File: src/rtl/oscss_pkg.sv
// Functional notes
// On POR/BOR exit, pick clock from 3-bit group field and 5-bit primary mode.
// Group 000 is watch crystal, 001 fast RC; primary mode ignored outside primary.
// Group 111 with mode 00101/00110/00111 feeds fast RC through PLL x4/x8/x16.
// Start-up counter is 10 bits and counts 1024 oscillator periods before release.
// Start-up count reruns for crystal modes after POR, BOR and Sleep wake.
// Watch oscillator stays on, even in Sleep, whenever keep-on bit is set.
// Watch oscillator is device clock only with group 000 and keep-on set.
// PLL multiplies primary clock by four, eight or sixteen per primary mode.
// Read-only lock bit is set while PLL locked, clears on loss of lock.
// Device runs from fast RC whenever current group equals 001.
// Six-bit signed fast RC trim in 0.4% steps; 0 is centre.
// Software must not trim fast RC above 7.5 MHz when using x16 PLL.
// Returning from watch clock to a crystal reruns its start-up delay.
// POR/BOR loads current group and new group request from group field.
// Clock mux switches without runt pulses, output idle until new source released.
package oscss_pkg;
  localparam logic [2:0] GRP_WATCH = 3'h0;
  localparam logic [2:0] GRP_FAST_RC = 3'h1;
  localparam logic [2:0] GRP_SLOW_RC = 3'h2;
  localparam logic [2:0] GRP_PRIMARY = 3'h3;
  localparam logic [2:0] GRP_PRIMARY_PLL = 3'h7;
  localparam logic [4:0] PM_FRC_X4 = 5'h05;
  localparam logic [4:0] PM_FRC_X8 = 5'h06;
  localparam logic [4:0] PM_FRC_X16 = 5'h07;
  localparam logic [4:0] PM_XTL = 5'h00;
  localparam logic [4:0] PM_XT = 5'h04;
  localparam logic [4:0] PM_HS = 5'h02;
  localparam int STARTUP_BITS = 10;
  localparam int STARTUP_COUNT = 1024;
  localparam int TRIM_BITS = 6;
  localparam logic [5:0] TRIM_RESET = 6'h00;
  localparam logic [2:0] GRP_RESET = 3'h0;
  // Source select codes for the output mux
  typedef enum logic [5:0] {
    OSCSS_SRC_NONE = 6'h01,
    OSCSS_SRC_WATCH = 6'h02,
    OSCSS_SRC_FRC = 6'h04,
    OSCSS_SRC_SLOW = 6'h08,
    OSCSS_SRC_PRI = 6'h10,
    OSCSS_SRC_PLL = 6'h20
  } oscss_src_t;
  typedef enum logic [2:0] {
    OSCSS_ST_HOLD = 3'h1,
    OSCSS_ST_WAIT = 3'h2,
    OSCSS_ST_RUN = 3'h4
  } oscss_state_t;
  // Watch group and the primary modes that are crystals; these need the start-up count
  function automatic logic oscss_is_crystal(input logic [2:0] grp, input logic [4:0] pm);
    oscss_is_crystal = (grp == GRP_WATCH) ||
      ((grp == GRP_PRIMARY || grp == GRP_PRIMARY_PLL) &&
       (pm == PM_XTL || pm == PM_XT || pm == PM_HS ||
        (grp == GRP_PRIMARY_PLL && pm[4:3] == 2'h2)));
  endfunction
endpackage

File: src/rtl/oscss_startup.sv
`timescale 1ns/1ps
`default_nettype none
module oscss_startup import oscss_pkg::*; #(
  parameter int COUNT = STARTUP_COUNT
) (
  input wire logic core_clk, // System clock
  input wire logic rst, // Async reset
  input wire logic restart, // Restart count pulse
  input wire logic osc_tick, // One oscillator period
  output logic done // Count complete
);
  logic [STARTUP_BITS-1:0] cnt_reg, cnt_next;
  logic done_reg, done_next;
  always_comb begin
    cnt_next = cnt_reg;
    done_next = done_reg;
    if (restart) begin
      cnt_next = '0;
      done_next = 1'b0;
    end else if (!done_reg && osc_tick) begin
      cnt_next = cnt_reg + 1'b1;
      if (cnt_reg == STARTUP_BITS'(COUNT - 1)) begin
        done_next = 1'b1;
      end
    end
  end
  always_ff @(posedge core_clk or posedge rst) begin
    if (rst) begin
      cnt_reg <= '0;
      done_reg <= 1'b0;
    end else begin
      cnt_reg <= cnt_next;
      done_reg <= done_next;
    end
  end
  assign done = done_reg;
  // Count of ticks since restart, for checking
  logic [11:0] chk_ticks;
  always_ff @(posedge core_clk or posedge rst) begin
    if (rst) begin
      chk_ticks <= '0;
    end else if (restart) begin
      chk_ticks <= '0;
    end else if (osc_tick && !done_reg) begin
      chk_ticks <= chk_ticks + 12'h001;
    end
  end
  property p_count_exact;
    @(posedge core_clk) disable iff (rst) $rose(done_reg) |-> chk_ticks == 12'(COUNT);
  endproperty
  a_count_exact: assert property (p_count_exact) else $error("start-up count wrong");
  property p_restart_clears;
    @(posedge core_clk) disable iff (rst) restart |=> !done_reg;
  endproperty
  a_restart_clears: assert property (p_restart_clears) else $error("restart kept done");
endmodule
`default_nettype wire

File: src/rtl/oscss_glitchfree_mux.sv
`timescale 1ns/1ps
`default_nettype none
module oscss_glitchfree_mux import oscss_pkg::*; (
  input wire logic core_clk, // System clock
  input wire logic rst, // Async reset
  input wire oscss_src_t want, // Requested source
  input wire logic release_ok, // Requested source stable
  output oscss_src_t active // Source driving system clock
);
  oscss_src_t act_reg, act_next;
  always_comb begin
    act_next = act_reg;
    if (want != act_reg) begin
      // Drop to idle first, never straight between two sources
      act_next = (act_reg != OSCSS_SRC_NONE) ? OSCSS_SRC_NONE :
        (release_ok ? want : OSCSS_SRC_NONE);
    end else if (!release_ok) begin
      act_next = OSCSS_SRC_NONE;
    end
  end
  always_ff @(posedge core_clk or posedge rst) begin
    if (rst) begin
      act_reg <= OSCSS_SRC_NONE;
    end else begin
      act_reg <= act_next;
    end
  end
  assign active = act_reg;
  property p_no_direct_switch;
    @(posedge core_clk) disable iff (rst)
      (act_reg != OSCSS_SRC_NONE) ##1 (act_reg != $past(act_reg)) |-> act_reg == OSCSS_SRC_NONE;
  endproperty
  a_no_direct_switch: assert property (p_no_direct_switch) else $error("runt switch");
endmodule
`default_nettype wire

File: src/rtl/oscss_top.sv
`timescale 1ns/1ps
`default_nettype none
module oscss_top import oscss_pkg::*; #(
  parameter int STARTUP_CYCLES = STARTUP_COUNT
) (
  input wire logic core_clk, // 20 MHz system clock
  input wire logic rst, // Async reset, high
  input wire logic por_bor, // Power-on or brown-out reset event
  input wire logic [2:0] osc_group_cfg, // Group configuration field
  input wire logic [4:0] primary_mode_cfg, // Primary mode field
  input wire logic [2:0] new_group_request_wr, // Written new group request
  input wire logic new_group_request_we, // Write strobe for request
  input wire logic secondary_osc_keep_on, // Keep-on control for watch osc
  input wire logic [5:0] fast_rc_trim, // Signed trim value
  input wire logic sleep, // Device in Sleep
  input wire logic osc_tick, // One primary oscillator period
  input wire logic pll_locked_in, // Raw PLL lock from analog
  output logic [2:0] current_group, // Group in effect
  output logic [2:0] new_group_request, // Requested group
  output logic pll_lock, // Read-only lock status
  output logic [4:0] pll_mult, // PLL multiplier 4, 8 or 16; 0 off
  output logic pll_from_frc, // PLL fed from fast RC
  output logic watch_osc_en, // Watch oscillator enable
  output logic fast_rc_en, // Fast RC enable
  output logic primary_osc_en, // Primary oscillator enable
  output logic [5:0] fast_rc_trim_out, // Trim to the RC
  output logic [5:0] clk_src_sel, // One-hot source, 0 = held idle
  output logic clk_ready // Clock released to system
);
  ////////////////////////////////////////////////////////////////
  logic [2:0] cur_reg, cur_next, req_reg, req_next;
  logic [4:0] pm_reg, pm_next;
  logic [5:0] trim_reg, trim_next;
  logic lock_reg, lock_next;
  logic sleep_d_reg, restart_pulse, su_done, need_su;
  oscss_src_t want_src, act_src;
  always_comb begin
    cur_next = cur_reg;
    req_next = req_reg;
    pm_next = pm_reg;
    trim_next = fast_rc_trim;
    lock_next = pll_locked_in;
    if (por_bor) begin
      cur_next = osc_group_cfg;
      req_next = osc_group_cfg;
      pm_next = primary_mode_cfg;
    end else if (new_group_request_we) begin
      req_next = new_group_request_wr;
      cur_next = new_group_request_wr;
    end
  end
  always_ff @(posedge core_clk or posedge rst) begin
    if (rst) begin
      cur_reg <= GRP_RESET;
      req_reg <= GRP_RESET;
      pm_reg <= '0;
      trim_reg <= TRIM_RESET;
      lock_reg <= 1'b0;
      sleep_d_reg <= 1'b0;
    end else begin
      cur_reg <= cur_next;
      req_reg <= req_next;
      pm_reg <= pm_next;
      trim_reg <= trim_next;
      lock_reg <= lock_next;
      sleep_d_reg <= sleep;
    end
  end
  ////////////////////////////////////////////////////////////////
  // Start-up count restarts on POR/BOR, Sleep wake, or change back to a crystal
  logic cur_changed;
  assign cur_changed = new_group_request_we && (new_group_request_wr != cur_reg);
  assign need_su = oscss_is_crystal(cur_next, pm_next);
  assign restart_pulse = (por_bor || (sleep_d_reg && !sleep) || cur_changed) && need_su;
  oscss_startup #(.COUNT(STARTUP_CYCLES)) u_startup (
    .core_clk(core_clk),
    .rst(rst),
    .restart(restart_pulse),
    .osc_tick(osc_tick),
    .done(su_done)
  );
  ////////////////////////////////////////////////////////////////
  logic is_frc_pll;
  assign is_frc_pll = (cur_reg == GRP_PRIMARY_PLL) &&
    (pm_reg == PM_FRC_X4 || pm_reg == PM_FRC_X8 || pm_reg == PM_FRC_X16);
  always_comb begin
    pll_mult = 5'h00;
    if (cur_reg == GRP_PRIMARY_PLL) begin
      case (pm_reg[1:0])
        2'h1: pll_mult = 5'h04;
        2'h2: pll_mult = 5'h08;
        2'h3: pll_mult = 5'h10;
        default: pll_mult = 5'h00;
      endcase
    end
  end
  // Primary mode is only consulted for primary groups
  always_comb begin
    case (cur_reg)
      GRP_WATCH: want_src = secondary_osc_keep_on ? OSCSS_SRC_WATCH : OSCSS_SRC_NONE;
      GRP_FAST_RC: want_src = OSCSS_SRC_FRC;
      GRP_SLOW_RC: want_src = OSCSS_SRC_SLOW;
      GRP_PRIMARY: want_src = OSCSS_SRC_PRI;
      GRP_PRIMARY_PLL: want_src = OSCSS_SRC_PLL;
      default: want_src = OSCSS_SRC_NONE;
    endcase
  end
  // Released when crystal count done and, through PLL, when locked
  logic release_ok;
  assign release_ok = (want_src != OSCSS_SRC_NONE) &&
    (!oscss_is_crystal(cur_reg, pm_reg) || su_done) &&
    (want_src != OSCSS_SRC_PLL || lock_reg);
  oscss_glitchfree_mux u_mux (
    .core_clk(core_clk),
    .rst(rst),
    .want(want_src),
    .release_ok(release_ok),
    .active(act_src)
  );
  ////////////////////////////////////////////////////////////////
  assign current_group = cur_reg;
  assign new_group_request = req_reg;
  assign pll_lock = lock_reg;
  assign pll_from_frc = is_frc_pll;
  assign watch_osc_en = secondary_osc_keep_on || (cur_reg == GRP_WATCH && !sleep);
  assign fast_rc_en = (cur_reg == GRP_FAST_RC || is_frc_pll) && !sleep;
  assign primary_osc_en = (cur_reg == GRP_PRIMARY || (cur_reg == GRP_PRIMARY_PLL && !is_frc_pll))
    && !sleep;
  // Trim passes unchecked; keeping x16 under its frequency limit is software's job
  assign fast_rc_trim_out = trim_reg;
  assign clk_src_sel = (act_src == OSCSS_SRC_NONE) ? 6'h00 : act_src;
  assign clk_ready = (act_src != OSCSS_SRC_NONE);
  ////////////////////////////////////////////////////////////////
  property p_por_load;
    @(posedge core_clk) disable iff (rst)
      por_bor |=> current_group == $past(osc_group_cfg) && new_group_request == $past(osc_group_cfg);
  endproperty
  a_por_load: assert property (p_por_load) else $error("group not loaded");
  property p_watch_on;
    @(posedge core_clk) disable iff (rst) secondary_osc_keep_on |-> watch_osc_en;
  endproperty
  a_watch_on: assert property (p_watch_on) else $error("watch osc off");
  property p_watch_clk;
    @(posedge core_clk) disable iff (rst)
      clk_src_sel == 6'h02 |-> $past(cur_reg) == GRP_WATCH && $past(secondary_osc_keep_on);
  endproperty
  a_watch_clk: assert property (p_watch_clk) else $error("watch clock misused");
  property p_frc_run;
    // Mux follows the group one cycle late, so look at the group it acted on
    @(posedge core_clk) disable iff (rst) clk_src_sel == 6'h04 |-> $past(cur_reg) == GRP_FAST_RC;
  endproperty
  a_frc_run: assert property (p_frc_run) else $error("fast RC misselected");
  property p_frc_pll;
    @(posedge core_clk) disable iff (rst)
      cur_reg == GRP_PRIMARY_PLL && pm_reg == PM_FRC_X16 |-> pll_from_frc && pll_mult == 5'h10;
  endproperty
  a_frc_pll: assert property (p_frc_pll) else $error("fast RC x16 wrong");
  property p_mult;
    @(posedge core_clk) disable iff (rst)
      cur_reg == GRP_PRIMARY_PLL && pm_reg[1:0] == 2'h2 |-> pll_mult == 5'h08;
  endproperty
  a_mult: assert property (p_mult) else $error("multiplier wrong");
  property p_lock;
    @(posedge core_clk) disable iff (rst) !pll_locked_in |=> !pll_lock;
  endproperty
  a_lock: assert property (p_lock) else $error("lock not cleared");
  property p_no_release_early;
    @(posedge core_clk) disable iff (rst)
      clk_ready && oscss_is_crystal(cur_reg, pm_reg) && !$past(restart_pulse) |-> su_done;
  endproperty
  a_no_release_early: assert property (p_no_release_early) else $error("early release");
  property p_trim;
    @(posedge core_clk) disable iff (rst) ##1 fast_rc_trim_out == $past(fast_rc_trim);
  endproperty
  a_trim: assert property (p_trim) else $error("trim not applied");
  property p_ignore_pm;
    @(posedge core_clk) disable iff (rst) cur_reg == GRP_FAST_RC |-> pll_mult == 5'h00;
  endproperty
  a_ignore_pm: assert property (p_ignore_pm) else $error("primary mode used");
endmodule
`default_nettype wire

File: config.mk
export PLATFORM = sky130hd
export DESIGN_NAME = oscss_top
export DESIGN_NICKNAME = d
export VERILOG_FILES = /design/src/rtl/oscss_pkg.sv /design/src/rtl/oscss_startup.sv /design/src/rtl/oscss_glitchfree_mux.sv /design/src/rtl/oscss_top.sv
export SDC_FILE = /design/constraint.sdc
export NUM_CORES = 1
export LEC_CHECK = 0
export BUFFER_PORTS_ARGS = -buffer_cell sky130_fd_sc_hd__buf_4
export CAP_MARGIN = 20
export CORE_MARGIN = 10
export CORE_UTILIZATION = 35
export DETAILED_ROUTE_END_ITERATION = 6
export GPL_TIMING_DRIVEN = 0
export PLACE_DENSITY = 0.61
export SETUP_SLACK_MARGIN = 0.2
export SYNTH_ARGS = -nofsm -noshare
export SYNTH_HDL_FRONTEND = slang
export SYNTH_HIERARCHICAL = 1
export SYNTH_SLANG_ARGS = --single-unit
File: constraint.sdc
create_clock -name core_clk -period 2.4 [get_ports core_clk]
set_input_delay 0.12 -clock core_clk [delete_from_list [all_inputs] [get_ports core_clk]]
set_output_delay 0.12 -clock core_clk [all_outputs]
set_load 0.05 [all_outputs]
==> qor.txt, run 1 <==
DRT iter0 DRCs = 51
Die width = 95.0 µm
Final worst setup slack = 347 ps
Worst hold path class = input port to flip-flop
Filler cell count = 535
First-pass GRT wire length = 8.13 mm
Final core utilization = 49.2%
Area of the multi-input gates = 958 µm²
Synth warnings = 6
Max cap viols = 0
Synthesized area = 0.00197 mm²
Antenna violation net count after detailed routing = 0
Post-synth EDFFs = 0
Max reg flops = 10
Post-Syn Area per Cell = 10.1 µm²
Worst path arrival time = 2220 ps
Area Overhead vs Synth = 36.9%
Die height = 95.0 µm
DIE AREA = 0.00902 mm²
WS Path Type = flip-flop to flip-flop
Final TNS setup = 0 ps
Max Clk Rate = 487 MHz
Hpwl dp = 3.75 mm
Nature of the critical path endpoint = flip-flop
FF+latch area = 906 µm²
Worst-Margin Slew = 739 ps
CTS tree = yes
Status = completed
# diodes = 0
Count of final hold-check violations = 0
Largest net degree at the start of global routing = 20
Initial Utilization = 35.9%
Commonest cells after routing, fill and taps aside = 54 x buf_4, 32 x dfrtp_1, 14 x inv_1, 14 x a21oi_1, 11 x nor2_1
Post-Synthesis Cells = 194
Worst-path clk slew = 70 ps
Synth cell types = 53
Crit Path Max Fanout = 10
Register area share after synthesis = 45.9%
Remaining routing DRC violations = 0
Design Power = 1.98 mW
Cells after DPL = 317
Synthesized flop and latch total = 36
Main flop type after synthesis = dfrtp_1
Port Buffer Count = 50
CTS root buf = clkbuf_8
Layout Nets = 289
RSZ-0062 raised after global routing = false
Core ar. = 0.00547 mm²
Rows = 27
Wirelength per Cell = 14.5 µm
Crit path time final = 2050 ps
Async S/R FF share, synth = 100%
GRT Util Overall = 11.4%
CTS H-tree lvls = 2
Commonest non-fill, non-tap cell in the layout = buf_4
Max-slew violations = 0
Tcrit/Tclk final = 85.5%
Max IR drop VDD = 0.406 mV
Pwr dens = 735 mW/mm²
Vias in the first global route = 1678
Final Setup Violations = 0
Clock buffer count from CTS = 5
Vias = 1646
DRT Wirelength = 4.88 mm
Pre-CTS setup slack = 112 ps
Worst-Skew Late Latency = 290 ps
Global placer's final weighted congestion = 0.883
Grt total ovfl = 0
IO Pins = 54
Crit path required time = 2560 ps
Initial antenna violation count = 0
DR pass1 iterations = 4
Clock sink total = 36
Slew headroom = 50.6%
Startpoint types = flip-flop
Leakage = 1.20 nW
Final Skew = 5.20 ps
Vias/cell = 4.90
Share of cells above drive strength 1 = 36.0%
Clk buf depth = 2
Non-Filler Instances = 336
[power breakdown]
part	switching (mW)	total (mW)	leakage [nW]	internal (mW)
logic	0.393	0.639	0.690	0.246
registers	0.0711	0.751	0.446	0.679
clock network	0.222	0.589	0.0645	0.367
total	0.687	1.98	1.20	1.29
[worst paths after layout]
path,end,cells after the start,slack (ps),start
setup / recovery,u_startup/cnt_reg[1],7,350,current_group[0]
hold / removal,pm_reg[1],2,70,primary_mode_cfg[1]
setup reg to reg,u_startup/cnt_reg[1],7,350,current_group[0]
hold reg to reg,new_group_request[2],2,550,new_group_request[2]
max in group asynchronous,current_group[2],3,1360,rst
min in group asynchronous,u_mux/active[4],3,300,rst
[layout make-up]
cell class | instances | share of cell area, %
flip-flops and latches | 36 | 33.6
well taps | 72 | 3.35
plain buffers | 13 | 2.79
inverters | 15 | 2.09
repair buffers | 61 | 17.8
multi-input cells | 131 | 35.6
clock buffers | 7 | 3.58
clock inverters | 1 | 1.12
[cells in the mapped netlist, types with 2 or more instances]
master,n,share of area [%]
nor4_1,2,0.64
nor3_1,3,0.76
nand2b_1,6,1.9
nand3b_1,4,1.5
o31ai_1,5,1.9
a211oi_2,2,1.3
inv_1,14,2.7
xor2_1,2,0.89
mux2_4,4,3.1
nand2_1,7,1.3
nor2b_1,2,0.64
xnor2_1,8,3.6
o41ai_1,3,1.3
buf_4,2,0.76
buf_6,2,1.1
o21ai_0,3,0.76
and2_1,2,0.64
mux2i_1,2,1.0
or3_1,3,0.95
buf_2,3,0.76
xnor2_2,2,1.7
dfrtp_1,35,45
a21oi_2,5,2.2
a21oi_1,14,3.6
nor2_1,11,2.1
or4_1,4,1.5
nand4_1,2,0.64
clkbuf_1,6,1.1
nand3_1,10,2.5
nor3b_1,3,1.1
[worst max-delay path: stages (launching register included)]
cell and delay (ps):
dfrtp_2 400, buf_2 180, nand2b_1 140, a21oi_2 80, or3_1 340, a21oi_1 260
buf_1 420, nor2_1 100
[cell families (layout without fill, tap and decap cells)]
kind of cell	count (synthesis)	after routing	share of synthesized area (%)
simple gates	68	68	21.0
buf+inv	28	97	6.68
fa+ha+maj	1	1	0.636
flops	36	36	45.9
other cells	1	2	0.191
compound gates	41	41	14.9
mux	7	7	4.64
xor+xnor	12	12	6.11
[stage by stage]
step	hold WS, ps	cell area (µm²)
2_1_floorplan	-89.8	1980
3_3_place_gp	67.4	2450
3_5_place_dp	68.3	2450
4_1_cts	65.7	2680
5_1_grt	61.9	2690
6_report	73.1	2690
[per-layer routing]
| layer | global-route usage, % | wire [µm] | up-vias |
|---|---|---|---|
| met3 | 5.79 | 451 | 6 |
| met1 | 12.6 | 2020 | 779 |
| met4 | 4.61 | 89 | 0 |
| li1 | - | - | 819 |
| met5 | 0 | 0 | - |
| met2 | 18.4 | 2330 | 42 |
[timing repair]
action	4_1_cts	5_1_grt
buffers inserted	0	2
pin swaps	0	1
resized for setup	2	1
hold buffers	9	0
setup endpoints to repair	6	7
endpoints found under the hold margin	25	0
Power figures use the tool's default switching activity.
==> inputs of run 2 (changes only) <==
==> constraint.sdc (replaced) <==
create_clock -name core_clk -period 2.1 [get_ports core_clk]
set_input_delay 0.105 -clock core_clk [delete_from_list [all_inputs] [get_ports core_clk]]
set_output_delay 0.105 -clock core_clk [all_outputs]
set_load 0.05 [all_outputs]
==> run 2 against run 1 <==
- utilization up 1.9 points
- critical endpoint is now u_startup/cnt_reg[9]
- die area unchanged
- critical path depth is the same
- combinational power rose by 19%
- register-to-register slack worse by 60 ps
- setup slack got worse by 62 ps
==> qor.txt, run 2 (same netlist as run 1, synthesis figures left out) <==
Vias = 1633 (was 1646)
Crit path required time = 2270 ps (was 2560 ps)
Largest net degree at the start of global routing = 20 (unchanged)
DRT Wirelength = 4.79 mm (was 4.88 mm)
Max-slew violations = 0 (unchanged)
Worst-Margin Slew = 725 ps (was 739 ps)
Commonest cells after routing, fill and taps aside = 56 x buf_4, 32 x dfrtp_1, 14 x inv_1 (was 54 x buf_4, 32 x dfrtp_1, 14 x inv_1, 14 x a21oi_1, 11 x nor2_1)
Port Buffer Count = 50 (unchanged)
DR pass1 iterations = 4 (unchanged)
CTS root buf = clkbuf_8 (unchanged)
Area Overhead vs Synth = 42.0% (was 36.9%)
Final Setup Violations = 0 (unchanged)
First-pass GRT wire length = 7.91 mm (was 8.13 mm)
Remaining routing DRC violations = 0 (unchanged)
Vias in the first global route = 1668 (was 1678)
Share of cells above drive strength 1 = 40.2% (was 36.0%)
Worst-path clk slew = 70 ps (about the same)
Leakage = 1.24 nW (was 1.20 nW)
Worst path arrival time = 1980 ps (was 2220 ps)
Pwr dens = 818 mW/mm² (was 735 mW/mm²)
DIE AREA = 0.00902 mm² (unchanged)
Hold path depth = 2 (unchanged)
GRT Util Overall = 11.0% (was 11.4%)
Clk buf depth = 2 (unchanged)
Global placer's final weighted congestion = 0.781 (was 0.883)
Hpwl dp = 3.70 mm (was 3.75 mm)
Tcrit/Tclk final = 86.4% (was 85.5%)
Commonest non-fill, non-tap cell in the layout = buf_4 (unchanged)
Vias/cell = 4.83 (was 4.90)
Cell count of the worst reg-to-reg path = 7 (unchanged)
Layout Nets = 291 (was 289)
Final Skew = 6.06 ps (was 5.20 ps)
CTS H-tree lvls = 2 (unchanged)
Cells after DPL = 317 (unchanged)
Clock sink total = 36 (unchanged)
Clock buffer count from CTS = 5 (unchanged)
Antenna violation net count after detailed routing = 0 (unchanged)
Max reg flops = 10 (unchanged)
CTS tree = yes (unchanged)
Core ar. = 0.00547 mm² (unchanged)
Max Clk Rate = 551 MHz (was 487 MHz)
Wirelength per Cell = 14.2 µm (was 14.5 µm)
Rows = 27 (unchanged)
Worst hold path class = input port to flip-flop (unchanged)
Non-Filler Instances = 338 (was 336)
Crit path time final = 1810 ps (was 2050 ps)
Final TNS setup = 0 ps (unchanged)
Nature of the critical path endpoint = flip-flop (unchanged)
Crit Path Max Fanout = 10 (unchanged)
Count of final hold-check violations = 0 (unchanged)
WS Path Type = flip-flop to flip-flop (unchanged)
IO Pins = 54 (unchanged)
Worst-Skew Late Latency = 290 ps (about the same)
Initial Utilization = 35.9% (unchanged)
Die width = 95.0 µm (unchanged)
Initial antenna violation count = 0 (unchanged)
Status = completed (unchanged)
Max cap viols = 0 (unchanged)
Max IR drop VDD = 0.446 mV (was 0.406 mV)
RSZ-0062 raised after global routing = true (was false)
DRT iter0 DRCs = 58 (was 51)
Slew headroom = 51.6% (was 50.6%)
Worst hold slack = 61.8 ps (was 73.1 ps)
Startpoint types = flip-flop (unchanged)
Die height = 95.0 µm (unchanged)
Grt total ovfl = 0 (unchanged)
Filler cell count = 526 (was 535)
# diodes = 0 (unchanged)
run 2: power breakdown:
| group | total [mW] | switching (mW) | internal [mW] |
|---|---|---|---|
| logic | 0.760 | 0.462 | 0.298 |
| registers | 0.859 | 0.0822 | 0.777 |
| clock network | 0.666 | 0.247 | 0.419 |
run 2: path summary, 6_finish.rpt:
kind	from	endpoint	slack, ps
max	current_group[0]	u_startup/cnt_reg[9]	290
max in group asynchronous	rst	current_group[0]	1080
min	primary_mode_cfg[2]	pm_reg[2]	60
min reg2reg	new_group_request[1]	new_group_request[1]	550
min in group asynchronous	rst	u_mux/active[3]	300
max reg2reg	current_group[0]	u_startup/cnt_reg[9]	290
run 2: repair_timing:
action                                 4_1_cts  5_1_grt
endpoints found under the hold margin       44        0
hold buffers                                 9        0
setup buffers                                0        4
gates resized for setup                      7        9
pin swaps                                    1        8
setup endpoints to repair                   13       17
run 2: routing by layer:
layer  share of wire (%)  wire length [µm]  track usage [%]  vias to the layer above
li1                    -                 -                -                      824
met1                  42              2020             13.0                      757
met2                  47              2270             17.1                       48
met3                 9.2               443             5.39                        4
met4                 1.1                52             3.74                        0
met5                   0                 0                0                        -
run 2: cell type report:
| type | instances | area [µm²] | share of cell area [%] |
|---|---|---|---|
| Clock buffer | 7 | 96.3 | 3.45 |
| Multi-Input combinational cell | 131 | 1020 | 36.4 |
| Sequential cell | 36 | 906 | 32.4 |
| Timing Repair Buffer | 63 | 495 | 17.7 |
| Tap cell | 72 | 90.1 | 3.22 |
| Clock inverter | 1 | 30.0 | 1.07 |
| Inverter | 15 | 58.8 | 2.10 |
| Buffer | 13 | 101 | 3.63 |
run 2: worst max-delay path, cell delays in order, from the launching register on:
cell      delay, ps
dfrtp_2         420
buf_8           150
nand2b_1        130
a21oi_2          80
or3_1           370
a21oi_2         200
nor2_1           50
mux2_1          280
run 2: per-stage QoR:
step | utilization (%) | cell area, µm² | setup WS [ps] | total power, mW
floorplan | - | 2010 | 114 | 1.38
global placement | 45.2 | 2470 | 176 | 1.58
detailed placement | 45.2 | 2470 | 147 | 1.59
CTS | 49.7 | 2720 | 214 | 2.29
global route | 51.1 | 2790 | 159 | 2.43
finish | 51.1 | 2790 | 285 | 2.29
==> inputs of run 3 (changes only) <==
--- a/config.mk
+++ b/config.mk
@@ -11,6 +11,7 @@
 export CORE_UTILIZATION = 35
 export DETAILED_ROUTE_END_ITERATION = 6
 export GPL_TIMING_DRIVEN = 0
+export MAX_ROUTING_LAYER = met4
 export PLACE_DENSITY = 0.61
 export SETUP_SLACK_MARGIN = 0.2
 export SYNTH_ARGS = -nofsm -noshare
==> run 3 against run 2 <==
- cell count stayed put
- hold slack about the same
- flip-flop and latch count unchanged
==> qor.txt, run 3 (same netlist as run 1, synthesis figures left out) <==
Wirelength per Cell = 14.2 µm (about the same)
Commonest non-fill, non-tap cell in the layout = buf_4 (unchanged)
Max-slew violations = 0 (unchanged)
Vias = 1628 (was 1633)
Max reg flops = 10 (unchanged)
Crit path required time = 2270 ps (about the same)
Area Overhead vs Synth = 42.0% (unchanged)
DR pass1 iterations = 4 (unchanged)
Status = completed (unchanged)
Layout Nets = 291 (unchanged)
Rows = 27 (unchanged)
IO Pins = 54 (unchanged)
Worst hold slack = 62.3 ps (was 61.8 ps)
WS Path Type = flip-flop to flip-flop (unchanged)
Count of final hold-check violations = 0 (unchanged)
Share of cells above drive strength 1 = 40.2% (unchanged)
DIE AREA = 0.00902 mm² (unchanged)
Die width = 95.0 µm (unchanged)
Clk buf depth = 2 (unchanged)
Worst-path clk slew = 70 ps (about the same)
Initial Utilization = 35.9% (unchanged)
Startpoint types = flip-flop (unchanged)
Cell count of the worst reg-to-reg path = 7 (unchanged)
Tcrit/Tclk final = 86.4% (about the same)
Core ar. = 0.00547 mm² (unchanged)
Crit path capture = u_startup/cnt_reg[9] (unchanged)
R2R Setup Slk = 280 ps (was 290 ps)
Clock sink total = 36 (unchanged)
Hpwl dp = 3.70 mm (unchanged)
Pwr dens = 819 mW/mm² (was 818 mW/mm²)
Max cap viols = 0 (unchanged)
Final Skew = 6.36 ps (was 6.06 ps)
CTS tree = yes (unchanged)
GRT Util Overall = 11.4% (was 11.0%)
Leakage = 1.24 nW (unchanged)
Worst-Margin Slew = 728 ps (was 725 ps)
Nature of the critical path endpoint = flip-flop (unchanged)
Antenna violation net count after detailed routing = 0 (unchanged)
RSZ-0062 raised after global routing = true (unchanged)
Max IR drop VDD = 0.446 mV (about the same)
Crit path time final = 1820 ps (was 1810 ps)
Clock buffer count from CTS = 5 (unchanged)
Port Buffer Count = 50 (unchanged)
Crit Path Max Fanout = 10 (unchanged)
Die height = 95.0 µm (unchanged)
Final Setup Violations = 0 (unchanged)
Largest net degree at the start of global routing = 20 (unchanged)
Grt total ovfl = 0 (unchanged)
CP startpoint = current_group[0] (unchanged)
Commonest cells after routing, fill and taps aside = 56 x buf_4, 32 x dfrtp_1, 14 x inv_1 (unchanged)
Max Clk Rate = 551 MHz (about the same)
CTS root buf = clkbuf_8 (unchanged)
Slew headroom = 51.4% (was 51.6%)
# diodes = 0 (unchanged)
Final TNS setup = 0 ps (unchanged)
Global placer's final weighted congestion = 0.792 (was 0.781)
Vias/cell = 4.82 (was 4.83)
CTS H-tree lvls = 2 (unchanged)
Remaining routing DRC violations = 0 (unchanged)
RR Endpoint = u_startup/cnt_reg[9] (unchanged)
DRT Wirelength = 4.80 mm (was 4.79 mm)
Vias in the first global route = 1680 (was 1668)
DRT iter0 DRCs = 61 (was 58)
Worst-Skew Late Latency = 290 ps (about the same)
First-pass GRT wire length = 7.88 mm (was 7.91 mm)
Worst path arrival time = 1980 ps (about the same)
Initial antenna violation count = 0 (unchanged)
Worst hold path class = input port to flip-flop (unchanged)
RR Startpoint = current_group[0] (unchanged)
Final core utilization = 51.1% (unchanged)
[run 3: cell counts in the layout (fill, tap and decap cells not counted)]
No cell type changed its count.
[run 3: area by class of cell]
cell class / count / area [µm²]
buffer: 13 / 101
clock buffer: 7 / 96.3
clock inverter: 1 / 30.0
fill: 526 / 2680
inverter: 15 / 58.8
multi-input combinational: 131 / 1020
sequential: 36 / 906
tap: 72 / 90.1
timing repair buffer: 63 / 495
[run 3: worst max-delay path, cell delays in order (launching register included)]
cell	delay (ps)
dfrtp_2	420
buf_8	150
nand2b_1	130
a21oi_2	80
or3_1	370
a21oi_2	200
nor2_1	50
mux2_1	280
[run 3: where the power goes]
part,total (mW),internal (mW),switching [mW]
clock network,0.668,0.419,0.249
logic,0.760,0.298,0.462
registers,0.859,0.777,0.0825
[run 3: stage by stage]
step	setup slack, ps	cells	power, mW	area [µm²]
2_1_floorplan	114	195	1.38	2010
3_3_place_gp	176	317	1.58	2470
3_5_place_dp	147	317	1.59	2470
4_1_cts	214	334	2.29	2720
5_1_grt	159	338	2.43	2790
6_report	285	338	2.29	2790
[run 3: repair_timing]
item | CTS | global route
hold buffers | 9 | 0
pin swaps | 1 | 8
gates resized for setup | 7 | 9
setup endpoints to repair | 13 | 17
buffers inserted | 0 | 4
endpoints found under the hold margin | 44 | 0
[run 3: worst min path at each step]
| stage | start | end | slack [ps] | depth (start not counted) |
|---|---|---|---|---|
| 2_1_floorplan | rst | u_mux/active[1] | -100 | 1 |
| 3_3_place_gp | rst | u_mux/active[5] | 50 | 2 |
| 3_5_place_dp | rst | u_mux/active[5] | 50 | 2 |
| 4_1_cts | primary_mode_cfg[2] | pm_reg[2] | 50 | 2 |
| 5_1_grt | primary_mode_cfg[2] | pm_reg[2] | 50 | 2 |
| 6_report | primary_mode_cfg[1] | pm_reg[1] | 60 | 2 |
[run 3: metal layers]
metal | vias up | GRT usage, % | routed length (µm)
met1 | 747 | 13.9 | 2190
met4 | 0 | 3.74 | 48
met3 | 4 | 4.04 | 326
met5 | - | - | 0
met2 | 54 | 17.1 | 2230
li1 | 823 | - | -
